===== config.mk =====
export PLATFORM = sky130hd
export DESIGN_NAME = sfs_flash_flat
export DESIGN_NICKNAME = d
export VERILOG_FILES = /design/src/sfs_pkg.sv /design/src/sfs_link_if.sv /design/src/sfs_flash.sv /design/src/flat_wrapper.sv
export SDC_FILE = /design/constraint.sdc
export NUM_CORES = 2
export LEC_CHECK = 0
export ABC_AREA = 1
export BUFFER_PORTS_ARGS = -buffer_cell sky130_fd_sc_hd__buf_2
export CAP_MARGIN = 10
export CORE_ASPECT_RATIO = 0.7
export CORE_MARGIN = 5
export CORE_UTILIZATION = 50
export CTS_BUF_LIST = sky130_fd_sc_hd__clkbuf_16
export CTS_CLUSTER_DIAMETER = 30
export DETAILED_ROUTE_END_ITERATION = 7
export PLACE_DENSITY = 0.65
export SYNTH_ARGS = -nofsm -noshare
export SYNTH_HDL_FRONTEND = slang
export SYNTH_SLANG_ARGS = --single-unit

===== constraint.sdc =====
create_clock -name SYS_CLK -period 5.3 [get_ports SYS_CLK]
set_clock_uncertainty 0.05 [all_clocks]
set_input_delay 1.59 -clock SYS_CLK [delete_from_list [all_inputs] [get_ports SYS_CLK]]
set_output_delay 1.59 -clock SYS_CLK [all_outputs]
set_load 0.02 [all_outputs]

===== src/sfs_pkg.sv =====
// Shared constants for the serial flash status-write and read link.
package sfs_pkg;
    localparam logic [7:0] CMD_STATUS_WRITE = 8'h01;
    localparam logic [7:0] CMD_READ = 8'h03;
    localparam logic [7:0] CMD_FAST_READ = 8'h0b;
    localparam logic [7:0] CMD_WRITE_ENABLE = 8'h06;
    localparam int BIT_BUSY = 0;
    localparam int BIT_WEL = 1;
    localparam int BIT_BP_LO = 2;
    localparam int BIT_BP_HI = 4;
    localparam int BIT_LOCK = 7;
    localparam logic [7:0] STATUS_KEEP_MASK = 8'h63;
    localparam logic [7:0] STATUS_ZERO_MASK = 8'h60;
    localparam logic [7:0] STATUS_RESET = 8'h00;
    localparam int ADDR_BITS = 21;
    localparam int SYS_CLK_MHZ = 125;
    localparam int STATUS_WRITE_TIME_US = 15;
    localparam int STATUS_WRITE_CYCLES = STATUS_WRITE_TIME_US * SYS_CLK_MHZ;
    localparam int SCLK_HALF_DIV = 10;
    localparam int MEM_WORDS = 256;
endpackage


===== src/sfs_link_if.sv =====
// Interface carrying the four SPI wires between host and flash.
`timescale 1ns/1ps
`default_nettype none
interface sfs_link_if;
    logic cs_n;
    logic sclk;
    logic mosi;
    logic miso;
    logic miso_oe;
    logic wp_n;
    modport flash (input cs_n, sclk, mosi, wp_n, output miso, miso_oe);
    modport host (output cs_n, sclk, mosi, wp_n, input miso, miso_oe);
endinterface
`default_nettype wire


===== src/sfs_flash.sv =====
// Flash end: command decoder, status register, protection and read engine.
// What this block does
// - Status write needs write-enable latch set first.
// - Host sends command then one data byte.
// - Status bits 6,5,1,0 unchanged; 6,5 read zero.
// - Select rising off byte boundary discards write.
// - Select rise starts timed cycle, busy held.
// - Status still readable while cycle runs.
// - Cycle completion clears write-enable latch.
// - Status write sets block-protect and lock bits.
// - Hardware protected mode refuses status writes.
// - Lock zero: writes allowed whenever latch set.
// - Lock one, pin high: writes allowed.
// - Lock one, pin low: all writes rejected.
// - Hardware mode entered whichever event first.
// - Only pin high leaves hardware mode.
// - Command, three address bytes, MSB first.
// - Address increments, wraps to zero.
// - Select rising stops data output.
// - Reads rejected while a cycle runs.
// - Top three address bits ignored.
// - Fast read waits one dummy byte.
// - Command codes 01h, 03h, 0Bh, 06h.
// - Busy reads one during any cycle.
`timescale 1ns/1ps
`default_nettype none
module sfs_flash
    import sfs_pkg::*;
#(
    parameter int WRITE_CYCLES = sfs_pkg::STATUS_WRITE_CYCLES
) (
    // Clock and reset.
    input wire logic SYS_CLK,
    input wire logic RST_N,
    // Link to the host.
    sfs_link_if.flash LINK,
    // Memory preload port and protection status.
    input wire logic [7:0] MEM_WR_ADDR,
    input wire logic [7:0] MEM_WR_DATA,
    input wire logic MEM_WR_EN,
    output logic [7:0] STATUS,
    output logic HW_PROTECTED,
    output logic [2:0] BLOCK_PROTECT
);
    import sfs_pkg::*;

    typedef enum logic [2:0] {
        SFS_CMD = 3'b000,
        SFS_ADDR = 3'b001,
        SFS_DUMMY = 3'b011,
        SFS_DATA = 3'b010,
        SFS_WDATA = 3'b110,
        SFS_IGNORE = 3'b111
    } sfs_state_e;

    logic [7:0] mem [MEM_WORDS];
    logic [2:0] cs_sync_reg, sclk_sync_reg, mosi_sync_reg, wp_sync_reg;
    logic cs_n, sclk_rise, sclk_fall, mosi_s, wp_n;
    sfs_state_e state_reg;
    logic [2:0] bit_cnt_reg;
    logic [1:0] byte_cnt_reg;
    logic [7:0] shift_reg, out_reg, cmd_reg, new_status_reg;
    logic [ADDR_BITS-1:0] addr_reg;
    logic [7:0] status_reg;
    logic wr_pending_reg, busy_reg, wel_reg, miso_reg, miso_oe_reg;
    logic [31:0] timer_reg;
    logic [7:0] byte_in;
    logic byte_done, sel_start, sel_end, hw_mode, write_ok;

    // The first stage of each synchroniser feeds only the second.
    always_ff @(posedge SYS_CLK) begin
        if (!RST_N) begin
            cs_sync_reg <= 3'h7;
            sclk_sync_reg <= 3'h0;
            mosi_sync_reg <= 3'h0;
            wp_sync_reg <= 3'h7;
        end else begin
            cs_sync_reg <= {cs_sync_reg[1:0], LINK.cs_n};
            sclk_sync_reg <= {sclk_sync_reg[1:0], LINK.sclk};
            mosi_sync_reg <= {mosi_sync_reg[1:0], LINK.mosi};
            wp_sync_reg <= {wp_sync_reg[1:0], LINK.wp_n};
        end
    end

    assign cs_n = cs_sync_reg[1];
    assign sel_start = cs_sync_reg[2] && !cs_sync_reg[1];
    assign sel_end = !cs_sync_reg[2] && cs_sync_reg[1];
    assign sclk_rise = !cs_n && !sclk_sync_reg[2] && sclk_sync_reg[1];
    assign sclk_fall = !cs_n && sclk_sync_reg[2] && !sclk_sync_reg[1];
    assign mosi_s = mosi_sync_reg[1];
    assign wp_n = wp_sync_reg[1];
    assign byte_in = {shift_reg[6:0], mosi_s};
    assign byte_done = sclk_rise && (bit_cnt_reg == 3'h7);
    // Pin low with lock set is hardware mode, in either order of events.
    assign hw_mode = status_reg[BIT_LOCK] && !wp_n;
    // Lock clear ignores the pin; lock set needs the pin high.
    assign write_ok = wel_reg && !hw_mode;

    always_ff @(posedge SYS_CLK) begin
        if (MEM_WR_EN) begin
            mem[MEM_WR_ADDR] <= MEM_WR_DATA;
        end
    end

    // Bit counter and input shifter, restarted by each new selection.
    always_ff @(posedge SYS_CLK) begin
        if (!RST_N || sel_start) begin
            bit_cnt_reg <= 3'h0;
            shift_reg <= 8'h00;
        end else if (sclk_rise) begin
            bit_cnt_reg <= bit_cnt_reg + 3'h1;
            shift_reg <= byte_in;
        end
    end

    // Command sequencer.
    always_ff @(posedge SYS_CLK) begin
        if (!RST_N || sel_start) begin
            state_reg <= SFS_CMD;
            byte_cnt_reg <= 2'h0;
            cmd_reg <= 8'h00;
            addr_reg <= '0;
            wr_pending_reg <= 1'b0;
            new_status_reg <= 8'h00;
        end else if (cs_n) begin
            state_reg <= SFS_CMD;
            wr_pending_reg <= 1'b0;
        end else if (byte_done) begin
            case (state_reg)
                SFS_CMD: begin
                    cmd_reg <= byte_in;
                    byte_cnt_reg <= 2'h0;
                    if ((byte_in == CMD_READ || byte_in == CMD_FAST_READ) && !busy_reg) begin
                        state_reg <= SFS_ADDR;
                    end else if (byte_in == CMD_STATUS_WRITE && write_ok && !busy_reg) begin
                        state_reg <= SFS_WDATA;
                    end else begin
                        state_reg <= SFS_IGNORE;
                    end
                end
                SFS_ADDR: begin
                    addr_reg <= {addr_reg[ADDR_BITS-9:0], byte_in};
                    byte_cnt_reg <= byte_cnt_reg + 2'h1;
                    if (byte_cnt_reg == 2'h2) begin
                        state_reg <= (cmd_reg == CMD_FAST_READ) ? SFS_DUMMY : SFS_DATA;
                    end
                end
                SFS_DUMMY: state_reg <= SFS_DATA;
                SFS_DATA: addr_reg <= addr_reg + 1'b1;
                SFS_WDATA: begin
                    new_status_reg <= byte_in;
                    wr_pending_reg <= 1'b1;
                    state_reg <= SFS_IGNORE;
                end
                default: begin
                    // Extra bytes after the data byte void the status write.
                    wr_pending_reg <= 1'b0;
                end
            endcase
        end else if (sclk_rise) begin
            wr_pending_reg <= 1'b0;
        end
    end

    // Output shifter: loads on the falling edge starting each byte.
    always_ff @(posedge SYS_CLK) begin
        if (!RST_N || cs_n) begin
            out_reg <= 8'h00;
            miso_reg <= 1'b0;
            miso_oe_reg <= 1'b0;
        end else if (sclk_fall && state_reg == SFS_DATA) begin
            miso_oe_reg <= 1'b1;
            if (bit_cnt_reg == 3'h0) begin
                miso_reg <= mem[addr_reg[7:0]][7];
                out_reg <= {mem[addr_reg[7:0]][6:0], 1'b0};
            end else begin
                miso_reg <= out_reg[7];
                out_reg <= {out_reg[6:0], 1'b0};
            end
        end
    end

    // Timed status write and write-enable latch.
    always_ff @(posedge SYS_CLK) begin
        if (!RST_N) begin
            status_reg <= STATUS_RESET;
            busy_reg <= 1'b0;
            wel_reg <= 1'b0;
            timer_reg <= 32'h0;
        end else if (busy_reg) begin
            if (timer_reg == 32'(WRITE_CYCLES - 1)) begin
                busy_reg <= 1'b0;
                wel_reg <= 1'b0;
                timer_reg <= 32'h0;
            end else begin
                timer_reg <= timer_reg + 32'h1;
            end
        end else if (sel_end && wr_pending_reg && bit_cnt_reg == 3'h0 && write_ok) begin
            busy_reg <= 1'b1;
            // Only lock and protect bits take the new byte.
            status_reg <= (status_reg & STATUS_KEEP_MASK)
                | (new_status_reg & ~STATUS_KEEP_MASK);
        end else if (sel_end && cmd_reg == CMD_WRITE_ENABLE && state_reg == SFS_IGNORE
                     && bit_cnt_reg == 3'h0) begin
            wel_reg <= 1'b1;
        end
    end

    // Status is visible at all times, so busy can be polled.
    always_ff @(posedge SYS_CLK) begin
        if (!RST_N) begin
            STATUS <= STATUS_RESET;
            HW_PROTECTED <= 1'b0;
            BLOCK_PROTECT <= 3'h0;
        end else begin
            STATUS <= (status_reg & ~STATUS_ZERO_MASK & 8'h9c)
                | {6'h0, wel_reg, busy_reg};
            HW_PROTECTED <= hw_mode;
            BLOCK_PROTECT <= status_reg[BIT_BP_HI:BIT_BP_LO];
        end
    end

    assign LINK.miso = miso_reg;
    assign LINK.miso_oe = miso_oe_reg;
endmodule
`default_nettype wire


===== src/flat_wrapper.sv =====
// flat-port wrapper written by rule: the top's interface ports become plain ports
module sfs_flash_flat import sfs_pkg::*;
#(
    parameter int WRITE_CYCLES = sfs_pkg::STATUS_WRITE_CYCLES
)
  (SYS_CLK, RST_N, MEM_WR_ADDR, MEM_WR_DATA, MEM_WR_EN, STATUS, HW_PROTECTED, BLOCK_PROTECT, LINK_cs_n, LINK_sclk, LINK_mosi, LINK_wp_n, LINK_miso, LINK_miso_oe);
  sfs_link_if LINK_i ();
  input wire logic SYS_CLK;
  input wire logic RST_N;
  input wire logic [7:0] MEM_WR_ADDR;
  input wire logic [7:0] MEM_WR_DATA;
  input wire logic MEM_WR_EN;
  output logic [7:0] STATUS;
  output logic HW_PROTECTED;
  output logic [2:0] BLOCK_PROTECT;
  input wire logic [$bits(LINK_i.cs_n)-1:0] LINK_cs_n;
  input wire logic [$bits(LINK_i.sclk)-1:0] LINK_sclk;
  input wire logic [$bits(LINK_i.mosi)-1:0] LINK_mosi;
  input wire logic [$bits(LINK_i.wp_n)-1:0] LINK_wp_n;
  output wire logic [$bits(LINK_i.miso)-1:0] LINK_miso;
  output wire logic [$bits(LINK_i.miso_oe)-1:0] LINK_miso_oe;
  assign LINK_i.cs_n = LINK_cs_n;
  assign LINK_i.sclk = LINK_sclk;
  assign LINK_i.mosi = LINK_mosi;
  assign LINK_i.wp_n = LINK_wp_n;
  assign LINK_miso = LINK_i.miso;
  assign LINK_miso_oe = LINK_i.miso_oe;
  sfs_flash #(.WRITE_CYCLES(WRITE_CYCLES)) u_core (.SYS_CLK(SYS_CLK), .RST_N(RST_N), .LINK(LINK_i), .MEM_WR_ADDR(MEM_WR_ADDR), .MEM_WR_DATA(MEM_WR_DATA), .MEM_WR_EN(MEM_WR_EN), .STATUS(STATUS), .HW_PROTECTED(HW_PROTECTED), .BLOCK_PROTECT(BLOCK_PROTECT));
endmodule

=== After elaboration in Yosys (flattened, before gate mapping) ===
Memory sizes are Yosys's and may differ from the RTL's. A register that Yosys moved wholly into a read port is not among the register bits.
Index checks and enable logic that the tools add are counted.

* Bits in registers: 127
* Bits in writable memories: 2048
* Bits of input ports: 23
* Output and inout port bits: 14
* Word-level logic and storage cells: 119
* Memories: 1

* Add/sub/neg operators: 4
* Equal/unequal tests: 17
* Muxes and demuxes: 24
* Bitwise operators: 4
* Reduce and logical (&&, ||, !) cells: 47

{| class="wikitable"
|+ Memories
! name !! words !! width !! rd ports !! clocked after Yosys merged registers in !! write ports !! RTL line !! source
|-
| u_core.mem || 256 || 8 || 1 || 1 || 1 || sfs_flash.sv:56 || <nowiki>logic [7:0] mem [MEM_WORDS];</nowiki>
|}

{| class="wikitable"
|+ Operators with widths
! operator !! number
|-
| one-hot mux 21 bit (2 select lines) || 1
|-
| adder 32 x 1 -> 32 bit, second input constant || 1
|-
| equality test 32 x 11 -> 1 bit, second input constant || 1
|-
| two-way mux 32 bit || 1
|-
| two-way mux 8 bit || 3
|-
| adder 21 x 1 -> 21 bit, second input constant || 1
|-
| logical AND 1 bit || 19
|-
| AND reduction 3 bit || 6
|-
| equality test 8 x 4 -> 1 bit, second input constant || 2
|-
| two-way mux 1 bit || 14
|-
| one-hot mux 3 bit (4 select lines) || 1
|-
| equality test 3 bit, second input constant || 3
|-
| equality test 8 x 1 -> 1 bit, second input constant || 1
|-
| equality test 8 x 2 -> 1 bit, second input constant || 1
|-
| equality test 8 x 3 -> 1 bit, second input constant || 1
|-
| zero test 1 bit || 8
|-
| OR 7 x 8 -> 8 bit || 1
|-
| OR 8 x 2 -> 8 bit || 1
|-
| nonzero test 2 bit || 4
|-
| equality test 3 x 2 -> 1 bit, second input constant || 2
|-
| zero test 3 bit || 2
|-
| two-way mux 3 bit || 2
|-
| != test 2 x 1 -> 1 bit, second input constant || 2
|-
| != test 2 bit, second input constant || 2
|-
| 12 further kinds || 16
|}

=== Longest topological paths before layout ===
* Word-level depth: 9
* Depth in mapped cells: 17
* Mapped depth without buffers: 13

=== Worst setup path after synthesis ===
Ideal clock, no wire load.

* Path kind: input -> register
* Start: in MEM_WR_EN
* End: mem u_core.mem[161][0] (enable)
* Library setup time: 0.370 ns
* Data arrival time: 2.711 ns
* Data required time: 4.880 ns
* Slack: 2.169 ns
* Stages on the path: 4
* Buffers on the path: 2
* Cells stage by stage: clkbuf_1 nand3_1 clkbuf_1 nor2_1

* Word-level cells in the longest chain between the ends: 2

{| class="wikitable"
|+ RTL lines
! element !! RTL line !! source
|-
| start, declared || flat_wrapper.sv:12 || <nowiki>input wire logic MEM_WR_EN;</nowiki>
|-
| two-way mux 1 bit || sfs_flash.sv:100 || <nowiki>if (MEM_WR_EN) begin</nowiki>
|-
| two-way mux 1 bit (not written as such) || sfs_flash.sv:101 || <nowiki>mem[MEM_WR_ADDR] <= MEM_WR_DATA;</nowiki>
|-
| end, declared || sfs_flash.sv:56 ||
|}

No other way between the ends.

==> results_dict.tcl <==
set metrics [dict create \
    critPathLaunchType "register" \
    die_area_mm2 0.1843 \
    worst-r2r-setup-slack_ps 1510 \
    p_leak_nw 35.43 \
    largest_register_ffs 2048 \
    vias 60280 \
    antenna_found_initial 10 \
    status "complete, no violations" \
    synth_top_area_share_pct 70.01 \
    ctsHoldBuffers 0 \
    drive_gt1_share_pct 9.627 \
    synth-xor-area-share_pct 0.1097 \
    slew_headroom_pct 21.14 \
    yosysTopAreaCell "edfxtp_1" \
    dp_hpwl_mm 140.0 \
    clock_path_buffers 4 \
    path_class "register to register" \
    hold_viol 0 \
    cp.arrival_ps 4570 \
    gp_congestion 0.9279 \
    die_w_um 511.0 \
    viasPerCell 5.909 \
    synth_compound_area_share_pct 0.7905 \
    crit_slowest_cell "inv_16" \
    endpoint_kind "register" \
    drv_slew 0 \
    root_buffer "clkbuf_16" \
    post-route-period-util_pct 71.50 \
    grt_pass1_vias 56510 \
    required_ps 6080 \
    drtIter0Drc 8803 \
    areaGrowthSynthToFinish_pct 15.45 \
    core-area_mm2 0.1742 \
    numPortBuffers 34 \
    cts_sinks 2156 \
    p_per_area_mw_per_mm2 409.9 \
    synth_simple_gate_area_share_pct 23.10 \
    drv_cap 0 \
    grt_overflow_total 0 \
    core.rowCount 128 \
    clock_latency_ps 920 \
    setup_viol 0 \
    synthMuxAreaShare_pct 0 \
    cts_setup_buffers 0 \
    cpMostUsedCell "nand3_1" \
    finalWorstSetupSlack_ps 1510 \
    yosys.area_share.adder_pct 0.09971 \
    ys_seq_elements 2156 \
    timing.fmax_mhz 263.9 \
    ant_nets 0 \
    cts_max_level 5 \
    ys_seq_area_share_pct 72.47 \
    dr.pass1.iters 6 \
    drt_wl_total_mm 243.9 \
    crit_fanout 255 \
    final_util_pct 58.20 \
    cts_tree "built" \
    finalSetupTns_ps 0 \
    cts_made_buffers 353 \
    path_buf_inv 2 \
    synth.avg_cell_area_um2 11.57 \
    synth_cell_type_count 46 \
    max_stage_delay_ps 690 \
    place_ws_ps 1074 \
    ios 37 \
    track_usage_pct 25.85 \
    ctsResizeCount 0 \
    die_h_um 360.7 \
    vdd_drop_max_v 0.0003009 \
    routedWlPerCell_um 23.91 \
    synthesis.area_mm2 0.08784 \
    initial_core_util_pct 50.41 \
    rsz0062_at_grt "no" \
    drc 0 \
    grt_max_degree 256 \
    synth_top_family_by_area "simple AND/OR/NAND/NOR gates" \
    fin_crit_ps 3790 \
    crit_family "simple AND/OR/NAND/NOR gates" \
    netlist_instances 7593 \
    fin_nets 7611 \
    timing.critical_path.cells "inv_16, buf_12, nand2_1, nand3_1, nand3_1, nand3_1, nand3_1, nand3_1, nand3_1, nand2_1, nand2_1, nand3_1, nand2_1, a21oi_1" \
    grt_first_pass_wirelength_mm 360.9 \
    min-delay-start "u_core.wp_sync_reg[1]$_SDFF_PN1_" \
    worst_pin_slew_ps 1180 \
    synthTopCellsByArea "edfxtp_1, nand3_1, nand2_1" \
    yosysWarningCount 0 \
    whs_ps 350.9 \
    path_clk_slew_ps 60 \
    hold_class "register to register" \
]
## cells by family after synthesis
logic type / Yosys count
AOI/OAI and AO/OA: 127
xor gates and xnor gates: 11
adders and majority gates: 7
buffers and inverters: 629
DFF: 2156
other: 1
and+or+nand+nor: 4662
## layout by cell type (no fill, tap or decap), drive strengths merged, types with 2 or more instances in the layout
cell type and count:
nor3b 4, nand4 16, conb 2, clkbuf 358, inv 217, and3 2
xnor2 3, nor4 14, o21ai 45, diode 9, nand2 2187, or2 9
ha 7, o21a 3, a31oi 3, a21oi 62, a211oi 7, nor2 362
edfxtp 2048, clkinv 104, buf 134, nand3 2043, dfxtp 108, a221oi 2
clkinvlp 42, bufinv 33, xor2 8, nor3 23
## cells in the mapped netlist (all sizes together)
cell type / n
inv: 127
and3: 2
a211oi: 7
ha: 7
o31ai: 1
nand3: 2043
nand3b: 1
edfxtp: 2048
a31oi: 3
a31o: 1
nand4: 16
nor3: 23
xor2: 8
xnor2: 3
o211a: 1
o22ai: 1
nor4: 14
nand2: 2187
o21ai: 45
clkbuf: 116
buf: 386
a311oi: 1
nor2: 362
dfxtp: 108
a21oi: 62
a221oi: 2
o21a: 3
or2: 9
or4: 1
nor3b: 4
conb: 1
## report_power, final
group / switching, mW / internal (mW)
Combinational: 0.471 / 0.0659
Sequential: 0.0108 / 18.7
Clock: 8.27 / 14.1
## stage by stage
step | std cells | total power [mW] | instance area [um2]
6_report | 10200 | 41.57 | 101400
5_1_grt | 10200 | 42.65 | 101400
4_1_cts | 10190 | 41.77 | 101400
3_5_place_dp | 9566 | 19.57 | 89770
3_3_place_gp | 9566 | 19.57 | 89770
2_1_floorplan | 7594 | 19.11 | 87850
## final timing paths
path,endpoint,depth (start not counted)
max,u_core.out_reg[6]$_SDFFE_PP0P_,14
min,u_core.HW_PROTECTED$_SDFF_PN0_,1
max reg2reg,u_core.out_reg[6]$_SDFFE_PP0P_,14
min reg2reg,u_core.HW_PROTECTED$_SDFF_PN0_,1
## layout make-up
type | instances | area [um2]
tap | 2340 | 2928
clock inverter | 269 | 2659
multi-input combinational | 4809 | 21180
clock buffer | 358 | 8959
sequential | 2156 | 63680
antenna | 9 | 22.52
fill | 13990 | 72830
timing repair buffer | 134 | 1476
inverter | 127 | 510.5
## metal layers
metal | wire (um) | vias to the layer above | global-route usage, % | share of wire [%]
met5 | 66 | - | 0 | 0.027
met4 | 6970 | 10 | 8.150 | 2.9
met3 | 30300 | 488 | 7.038 | 12
met2 | 103000 | 3613 | 36.32 | 42
met1 | 103600 | 29200 | 39.21 | 42
li1 | - | 26970 | - | -
Note: power is estimated with default switching activity, not from simulation.
